### src/hdl/agoc_pkg.sv
// Constants, register map and encodings for the ADC calibration register set.
// Assumes a 32-bit classic Wishbone bus with byte addresses.
package agoc_pkg;
	localparam int          DATA_W        = 32;
	localparam int          SAMPLE_W      = 16;
	localparam int          CAL_W         = 15;
	localparam int          FRAC_BITS     = 14;
	localparam int          QTR_BITS      = 2;
	localparam int          SCALE_SH      = FRAC_BITS + QTR_BITS;
	localparam int          EXT_W         = SAMPLE_W + QTR_BITS + 2;
	localparam int          PROD_W        = EXT_W + CAL_W + 2;
	localparam int          LANE_W        = 8;

	localparam logic [31:0] ADDR_GAIN_X4  = 32'h0000_2278;
	localparam logic [31:0] ADDR_OFF_X9   = 32'h0000_22D0;
	localparam logic [31:0] ADDR_OFF_X4   = 32'h0000_22D4;

	localparam logic [14:0] GAIN_RST      = 15'h4000;
	localparam logic [14:0] GAIN_UNITY    = 15'h4000;
	localparam logic [14:0] GAIN_ILLEGAL  = 15'h0000;
	localparam logic [14:0] OFF_RST       = 15'h0000;
	localparam logic [14:0] OFF_NONE      = 15'h0000;
	localparam logic [15:0] SAMPLE_MAX    = 16'hFFFF;
	localparam logic [15:0] SAMPLE_MIN    = 16'h0000;

	typedef enum logic [2:0] {
		AGOC_PGA_X1   = 3'h0,
		AGOC_PGA_X1P5 = 3'h1,
		AGOC_PGA_X2   = 3'h2,
		AGOC_PGA_X4   = 3'h3,
		AGOC_PGA_X9   = 3'h4
	} agoc_pga_t;

	typedef enum logic [1:0] {
		AGOC_CH_VOLT = 2'h0,
		AGOC_CH_TIA  = 2'h1,
		AGOC_CH_TEMP = 2'h2
	} agoc_chan_t;
endpackage : agoc_pkg

### src/hdl/agoc_cal_if.sv
// Carries the selected offset and gain codes from the register set to the datapath.
// Assumes both ends run on the same clock.
`timescale 1ns/10ps
interface agoc_cal_if;
	logic [14:0] offset_code;
	logic [14:0] gain_code;

	modport regs (
		output offset_code,
		output gain_code
	);
	modport corr (
		input  offset_code,
		input  gain_code
	);
endinterface : agoc_cal_if

### src/hdl/agoc_corr.sv
// Offset and gain correction of one conversion result per valid cycle.
// Assumes calibration codes arrive already selected for the sample's gain and channel.
`timescale 1ns/10ps
module agoc_corr (
	input  wire logic                 clk_i,
	input  wire logic                 rst_i,
	agoc_cal_if.corr                  cal,
	input  wire logic                 smp_valid_i,
	input  wire logic [15:0]          smp_data_i,
	output logic                      res_valid_o,
	output logic [15:0]               res_data_o
);
	typedef struct packed {
		logic        valid;
		logic [15:0] data;
	} agoc_corr_st_t;

	agoc_corr_st_t st_r;
	agoc_corr_st_t st_nxt;

	logic signed [agoc_pkg::EXT_W-1:0]              ext_q;
	logic signed [agoc_pkg::EXT_W-1:0]              off_q;
	logic signed [agoc_pkg::EXT_W-1:0]              diff_q;
	logic signed [agoc_pkg::PROD_W-1:0]             prod;
	logic signed [agoc_pkg::PROD_W-agoc_pkg::SCALE_SH-1:0] scaled;

	always_comb begin
		st_nxt = st_r;
		// Result in quarter steps, offset is a signed count of quarter steps.
		ext_q  = $signed({2'h0, smp_data_i, {agoc_pkg::QTR_BITS{1'b0}}});
		off_q  = $signed({{(agoc_pkg::EXT_W-agoc_pkg::CAL_W){cal.offset_code[14]}}, cal.offset_code});
		// Offset is removed before the gain is applied.
		diff_q = ext_q - off_q;
		// Gain code over 16384 scales the result.
		prod   = diff_q * $signed({2'h0, cal.gain_code});
		scaled = prod[agoc_pkg::PROD_W-1:agoc_pkg::SCALE_SH];
		st_nxt.valid = smp_valid_i;
		if (smp_valid_i) begin
			if (cal.gain_code == agoc_pkg::GAIN_ILLEGAL) begin
				st_nxt.data = agoc_pkg::SAMPLE_MIN;
			end else if (scaled < 0) begin
				st_nxt.data = agoc_pkg::SAMPLE_MIN;
			end else if (scaled > $signed({5'h00, agoc_pkg::SAMPLE_MAX})) begin
				st_nxt.data = agoc_pkg::SAMPLE_MAX;
			end else begin
				st_nxt.data = scaled[15:0];
			end
		end
	end

	always_ff @(posedge clk_i) begin
		if (rst_i) begin
			st_r <= '0;
		end else begin
			st_r <= st_nxt;
		end
	end

	assign res_valid_o = st_r.valid;
	assign res_data_o  = st_r.data;
endmodule : agoc_corr

### src/hdl/agoc_regs.sv
// Calibration register set for the ADC result path, with its correction datapath.
// Assumes a classic Wishbone master and conversion results on the same clock.
//
// Operation
// - The gain-4 offset code is applied to results whenever the amplifier gain is 4.
// - Offset codes are two's complement quarter steps, 0x3FFF is +4095.75 and 0x4000 is -4096.
// - Code 0x0001 is +0.25, 0x7FFF is -0.25 and 0x0000 leaves the result alone.
// - The gain-9 offset code, same encoding, is applied whenever the amplifier gain is 9.
// - The gain-4 gain code is used only at gain 4 and never for the TRANSIMPEDANCE_AMPLIFIER or temperature channels.
// - The gain code is an unsigned 15-bit field with an integer bit at 14 and fraction bits 13 to 0.
// - Results are multiplied by the gain code over 16384, so 0x4000 is exactly one.
// - Gain code 0x0000 is illegal for software and forces a corrected result of zero.
// - Reset loads the gain register with 0x4000 and both offset registers with zero.
// - One offset step is a quarter of the result word's least significant bit.
//
// Implementation choice: the Wishbone slave port.
`timescale 1ns/10ps
module agoc_regs (
	input  wire logic                 clk_i,
	input  wire logic                 rst_i,
	input  wire logic                 wb_cyc_i,
	input  wire logic                 wb_stb_i,
	input  wire logic                 wb_we_i,
	input  wire logic [31:0]          wb_adr_i,
	input  wire logic [3:0]           wb_sel_i,
	input  wire logic [31:0]          wb_dat_i,
	output logic [31:0]               wb_dat_o,
	output logic                      wb_ack_o,
	input  wire logic [2:0]           pga_gain_i,
	input  wire logic [1:0]           chan_kind_i,
	input  wire logic                 smp_valid_i,
	input  wire logic [15:0]          smp_data_i,
	output logic                      res_valid_o,
	output logic [15:0]               res_data_o
);
	typedef struct packed {
		logic [14:0] gain_x4;
		logic [14:0] off_x9;
		logic [14:0] off_x4;
		logic        ack;
		logic [31:0] rdata;
	} agoc_regs_st_t;

	localparam agoc_regs_st_t ST_RST = '{
		gain_x4: agoc_pkg::GAIN_RST,
		off_x9:  agoc_pkg::OFF_RST,
		off_x4:  agoc_pkg::OFF_RST,
		ack:     1'b0,
		rdata:   32'h0000_0000
	};

	agoc_regs_st_t st_r;
	agoc_regs_st_t st_nxt;

	agoc_cal_if cal ();

	logic        req;
	logic        wr_commit;
	logic [14:0] wmask;
	logic [14:0] rfield;

	assign req       = wb_cyc_i & wb_stb_i;
	assign wr_commit = req & wb_we_i & st_r.ack;
	assign wmask     = {{(agoc_pkg::CAL_W-agoc_pkg::LANE_W){wb_sel_i[1]}}, {agoc_pkg::LANE_W{wb_sel_i[0]}}};

	always_comb begin
		st_nxt = st_r;
		rfield = 15'h0000;
		// One ack per request, dropped in the cycle after it is given.
		st_nxt.ack = req & ~st_r.ack;
		if (wb_adr_i == agoc_pkg::ADDR_GAIN_X4) begin
			rfield = st_r.gain_x4;
		end else if (wb_adr_i == agoc_pkg::ADDR_OFF_X9) begin
			rfield = st_r.off_x9;
		end else if (wb_adr_i == agoc_pkg::ADDR_OFF_X4) begin
			rfield = st_r.off_x4;
		end
		if (req & ~st_r.ack) begin
			st_nxt.rdata = {17'h0_0000, rfield};
		end
		// Writes take effect on the acknowledged edge; only bits 14 to 0 are stored.
		if (wr_commit) begin
			if (wb_adr_i == agoc_pkg::ADDR_GAIN_X4) begin
				st_nxt.gain_x4 = (st_r.gain_x4 & ~wmask) | (wb_dat_i[14:0] & wmask);
			end else if (wb_adr_i == agoc_pkg::ADDR_OFF_X9) begin
				st_nxt.off_x9 = (st_r.off_x9 & ~wmask) | (wb_dat_i[14:0] & wmask);
			end else if (wb_adr_i == agoc_pkg::ADDR_OFF_X4) begin
				st_nxt.off_x4 = (st_r.off_x4 & ~wmask) | (wb_dat_i[14:0] & wmask);
			end
		end
	end

	always_ff @(posedge clk_i) begin
		if (rst_i) begin
			st_r <= ST_RST;
		end else begin
			st_r <= st_nxt;
		end
	end

	assign wb_ack_o = st_r.ack;
	assign wb_dat_o = st_r.rdata;

	// Codes follow the current gain and channel.
	always_comb begin
		cal.offset_code = agoc_pkg::OFF_NONE;
		cal.gain_code   = agoc_pkg::GAIN_UNITY;
		case (pga_gain_i)
			agoc_pkg::AGOC_PGA_X4: begin
				cal.offset_code = st_r.off_x4;
				if (chan_kind_i == agoc_pkg::AGOC_CH_VOLT) begin
					cal.gain_code = st_r.gain_x4;
				end
			end
			agoc_pkg::AGOC_PGA_X9: begin
				cal.offset_code = st_r.off_x9;
			end
			default: begin
				cal.offset_code = agoc_pkg::OFF_NONE;
			end
		endcase
	end

	agoc_corr u_corr (
		.clk_i       (clk_i),
		.rst_i       (rst_i),
		.cal         (cal.corr),
		.smp_valid_i (smp_valid_i),
		.smp_data_i  (smp_data_i),
		.res_valid_o (res_valid_o),
		.res_data_o  (res_data_o)
	);
endmodule : agoc_regs

### config.mk
export PLATFORM = sky130hd
export DESIGN_NAME = agoc_regs
export DESIGN_NICKNAME = d
export VERILOG_FILES = /design/src/hdl/agoc_pkg.sv /design/src/hdl/agoc_cal_if.sv /design/src/hdl/agoc_corr.sv /design/src/hdl/agoc_regs.sv
export SDC_FILE = /design/constraint.sdc
export NUM_CORES = 1
export LEC_CHECK = 0
export ABC_AREA = 1
export BUFFER_PORTS_ARGS = -buffer_cell sky130_fd_sc_hd__buf_2
export CORE_MARGIN = 3
export CORE_UTILIZATION = 60
export CTS_CLUSTER_DIAMETER = 40
export CTS_CLUSTER_SIZE = 28
export DETAILED_ROUTE_END_ITERATION = 6
export GPL_ROUTABILITY_DRIVEN = 1
export PLACE_DENSITY_LB_ADDON = 0.05
export SLEW_MARGIN = 20
export SYNTH_ARGS = -nofsm -noshare
export SYNTH_HDL_FRONTEND = slang
export SYNTH_SLANG_ARGS = --single-unit
### constraint.sdc
create_clock -name clk_i -period 25.9 [get_ports clk_i]
set_input_delay 5.18 -clock clk_i [delete_from_list [all_inputs] [get_ports clk_i]]
set_output_delay 5.18 -clock clk_i [all_outputs]
set_load 0.01 [all_outputs]
# Word level (Yosys, flattened, before mapping)

Index checks and enable logic that the tools add are counted.

Input bits: 95
Output and inout port bits: 50
Bits in registers: 78

Equality and inequality tests: 5
Add/subtract/negate cells: 1
Mux-type cells: 9
Magnitude comparators: 2
Bitwise logic cells: 15
Multipliers: 1
Reductions and logical operators: 5

Operator list:

| operator             | number |
|---|---|
| $eq 32x14->1 const B | 3 |
| $mux 15              | 5 |
| $and 15x15->15       | 4 |
| $mux 16              | 3 |
| $or 15x15->15        | 3 |
| $mul 20x16->36       | 1 |
| $pmux 15 s2          | 1 |
| $gt 20x17->1 const B | 1 |
| $lt 20x1->1 const B  | 1 |
| $sub 19x15->20       | 1 |
| $logic_not 15->1     | 1 |
| $not 15->15          | 1 |
| $and 1x1->1          | 4 |
| $reduce_and 4->1     | 1 |
| $eq 3x2->1 const B   | 1 |
| $eq 3x3->1 const B   | 1 |
| $not 1->1            | 3 |
| $reduce_and 3->1     | 1 |
| $logic_not 2->1      | 1 |
| $reduce_and 2->1     | 1 |

# Longest topological paths before layout

Word-level depth: 8
Gate-level depth with buffers: 49
Gate-level depth less buffers: 47

# Hierarchy

A second synthesis with hierarchy kept.

Cell total of the unflattened synthesis: 2333
Area, all modules: 16916.2 µm²

By module, submodules not included:

| module    | instances | cells an instance | area each (µm²) | sequential area each (µm²) |
|---|---|---|---|---|
| agoc_corr | 1         | 1723              | 13161.4         | 340.3 |
| agoc_regs | 1         | 610               | 3754.9          | 1221.2 |

# Worst setup path before layout

Ideal clock, no wire load.

Path kind: input to register
From: input port pga_gain_i[0]
To: register u_corr.st_r (netlist bit u_corr.res_data_o[4])
Library setup time: 138 ps
Cell stages on the path: 41
Path slack: 13049 ps
Required time: 25762 ps
Arrival: 12713 ps
Path through: nor2_1 -> nand2_2 -> clkbuf_1 -> o22ai_1 -> inv_1 -> ha_1 -> a21oi_1 -> o21ai_0 -> inv_1 -> o221ai_1 -> a21oi_1 -> nand2_1 -> nand2_1 -> nand2_1 -> clkbuf_1 -> nor2_1 -> inv_1 -> fa_1 -> (+5 left out) -> a21o_1 -> fa_1 -> fa_1 -> inv_1 -> fa_1 -> inv_1 -> ha_1 -> a21oi_1 -> nor3_1 -> a2111oi_0 -> nand3_1 -> nand2_1 -> nand3_1 -> nand2_2 -> buf_6 -> nand2_1 -> nand2_1 -> a21oi_2

Word-level cells in the longest chain between the ends: 8
Elaborated cells between the ends (all ways): 12
Classes of those cells: 1 x add/sub; 1 x mul; 2 x order compare; 2 x eq/ne; 5 x mux; 1 x reduce/logical

RTL lines:

| item                                            | line             | text |
|---|---|---|
| start: declaration                              | agoc_regs.sv:29  | `input wire logic [2:0] pga_gain_i,` |
| $eq 3x3->1 / $eq 3x2->1 (equally long branches) | agoc_regs.sv:108 | `case (pga_gain_i)` |
| $pmux 15 s2                                     | agoc_regs.sv:108 |  |
| $sub 19x15->20                                  | agoc_corr.sv:33  | `diff_q = ext_q - off_q;` |
| $mul 20x16->36                                  | agoc_corr.sv:35  | `prod = diff_q * $signed({2'h0, cal.gain_code});` |
| $gt 20x17->1                                    | agoc_corr.sv:43  | `end else if (scaled > $signed({5'h00, agoc_pkg::SAMPLE_MAX})) begin` |
| $mux 16                                         | agoc_corr.sv:43  |  |
| $mux 16                                         | agoc_corr.sv:41  | `end else if (scaled < 0) begin` |
| $mux 16 *                                       | agoc_corr.sv:39  | `if (cal.gain_code == agoc_pkg::GAIN_ILLEGAL) begin` |
| end signal: assignment                          | agoc_corr.sv:55  | `st_r <= st_nxt;` |
| end: declaration                                | agoc_corr.sv:18  | `agoc_corr_st_t st_r;` |

Every way passes the cells marked *; elsewhere a longest branch is shown, timed or not.
A chain may end at the register's enable or synchronous reset.

# Worst setup path after layout

From: input port pga_gain_i[0]
To: register u_corr.st_r (netlist bit u_corr.res_data_o[14])

The elaborated chain is that of the path after synthesis.

==> run metrics <==
CTS tree done; M1 WL 17.8 mm; Area contributors post-synth fa_1 (36%), inv_1 (12%), dfxtp_1 (9.7%); die width 170 um; 1st-pass router iterations 5; number of routed nets with antenna violations 0; Worst Min Path Start u_corr.res_data_o[2]$_SDFFE_PP0P_; setup violators final 0; die area 28900 um2; pin count of the biggest net entering global routing 50; CTS max path bufs 2; Max Clock Skew 0.0130 ns; top_reg_cell synth dfxtp_1; vias in the first global route 14181; Worst setup startpoint pga_gain_i[0]; asr flop ratio synth 0%; crit path time final 14.29 ns; row cnt 59; Worst-Skew Late Latency 0.36 ns; cell family with most CP delay adder cells; gr ovfl total 0; top cell type's share of synthesized area 35.8%; clk slew on worst S/H paths 0.07 ns; initial antenna violation count 1; pwr/cell area 20.3 nW/um2; distinct cell type count after synthesis 50; Fmax 70.0 MHz; Routed met3 length 3.53 mm; number of H-tree levels 3; Vias 13865; Ys Warns 0; Worst Path Required 26.18 ns; synthesized area per cell 7.60 um2; post-route insts no fill 2531; WP buf/inv 7; Nets 2685; cts repair resizes 0; post-detail-place hpwl 36.1 mm; Avg WL per Cell 17.0 um; Slew Viols, Final 0; Port Buf Inserts 108; hold buffers post-CTS 0; Iter 0 DRT Violations 1113; Peak supply drop 0.0000261 V; Max Cap Viol 0; cell area after synthesis 16100 um2; die height 170 um; hold crit path type reg -> reg; highest metal used met4; crit path kind in -> reg; post-synthesis sequential area ratio 9.68%; slowest stage cell, crit path fa_1; Leakage 8.55 nW; first-pass GRT wire length 71.6 mm; Remaining DRCs 0; Rel. slew slack 27.1%; startpoint types input port; Tcrit/Tclk final 55.2%; #FFs+latches synth 78; crit path capture type flip-flop; RSZ-0062 raised after global routing no; Hold Fails Final Rpt 0; Initial Util 61.5%; IO Count 145; CTS Buf Count 9; WL met2 20.2 mm; placed instance count 2515; CTS root buf clkbuf_16; RD Place Congestion 0.909; Worst Max-Slew Pin Slew 1.09 ns; global-route usage over all layers 31.3%; status complete, no violations; ANT cells 0; final WL 43.0 mm; share of layout cells above drive strength 1 9.11%; CP Max Fanout 16; vias per cell 5.48; cell accounting for the most synthesized area fa_1; Power Total 348 uW; number of synthesized flops with an enable pin 0; core area 26200 um2; crit-path max cell delay 0.97 ns; Layout area overhead 6.26%; setup repair bufs after CTS 0; TNS Setup 0 ns; clock sink count 78; Critical Path AT 14.57 ns; Post-Synthesis Cells 2122
[cell type report]
type,count,area [um2]
clock inverters,7,61.3
fillers,2409,9070
multi-input cells,1452,12200
well taps,335,419
clock buffers,9,225
inverters,522,1960
flip-flops and latches,78,1560
repair buffers,128,691
[per-stage QoR]
stage / setup slack (ns) / util, % / area (um2) / hold WS, ns
2_1_floorplan: 13.05 / - / 16200 / 0.446
3_3_place_gp: 11.31 / 64.3 / 16800 / 0.453
3_5_place_dp: 11.30 / 64.3 / 16800 / 0.456
4_1_cts: 11.66 / 65.4 / 17100 / 0.466
5_1_grt: 10.85 / 65.4 / 17100 / 0.489
6_report: 11.61 / 65.4 / 17100 / 0.462
[where the power goes]
group | switching [mW] | leakage, nW | internal, mW
registers | 0.000978 | 0.632 | 0.122
clock network | 0.0631 | 0.135 | 0.0672
logic | 0.0647 | 7.78 | 0.0302
total | 0.129 | 8.55 | 0.219
[synthesized netlist by cell type, types with 15 or more instances]
cell / n
inv_1: 510
nand2_1: 383
fa_1: 288
xor2_1: 18
a21oi_1: 101
dfxtp_1: 78
nand4_1: 18
ha_1: 111
o21ai_0: 55
a211oi_1: 17
nor2_1: 216
o22ai_1: 15
nor3_1: 19
clkbuf_1: 41
xnor2_1: 23
nand3_1: 47
o221ai_1: 16
or2_2: 21
buf_4: 33
[kinds of logic after synthesis]
kind of cell | count (synthesis) | synth area share (%)
simple gates | 743 | 19.2
buf+inv | 608 | 15.0
fa+ha+maj | 399 | 44.4
compound gates | 252 | 9.45
flops | 78 | 9.68
xor+xnor | 41 | 2.23
other cells | 1 | 0.0233
[cells in the final DEF, fill, tap and decap left out, drive strengths merged, types with 19 or more instances in the layout]
master  Yosys  routed
nor2      220     220
dfxtp      78      78
o21ai      58      58
nand3      50      50
inv       513     518
fa        288     288
nand2     391     391
a21oi     112     112
xnor2      23      23
ha        111     111
buf        45     128
nor3       19      19
or2        25      25
[worst paths after layout]
check	endpoint	slack, ns	depth (start not counted)
max	u_corr.res_data_o[14]$_SDFFE_PP0P_	11.61	35
min	u_corr.res_data_o[2]$_SDFFE_PP0P_	0.46	2
max reg2reg	u_corr.res_data_o[14]$_SDFFE_PP0P_	16.63	33
min reg2reg	u_corr.res_data_o[2]$_SDFFE_PP0P_	0.46	2
[routing by layer]
metal / up-vias / track usage (%)
met4: 0 / 10.6
met2: 567 / 52.4
met3: 87 / 4.79
met1: 6720 / 41.9
li1: 6491 / -
met5: - / 0
[worst min-delay path: cells and delay by family, from the launching register on]
kind,cells,cell delay [ns]
flops,1,0.31
simple gates,1,0.06
compound gates,1,0.05
Note: power is estimated with default switching activity, not from simulation.
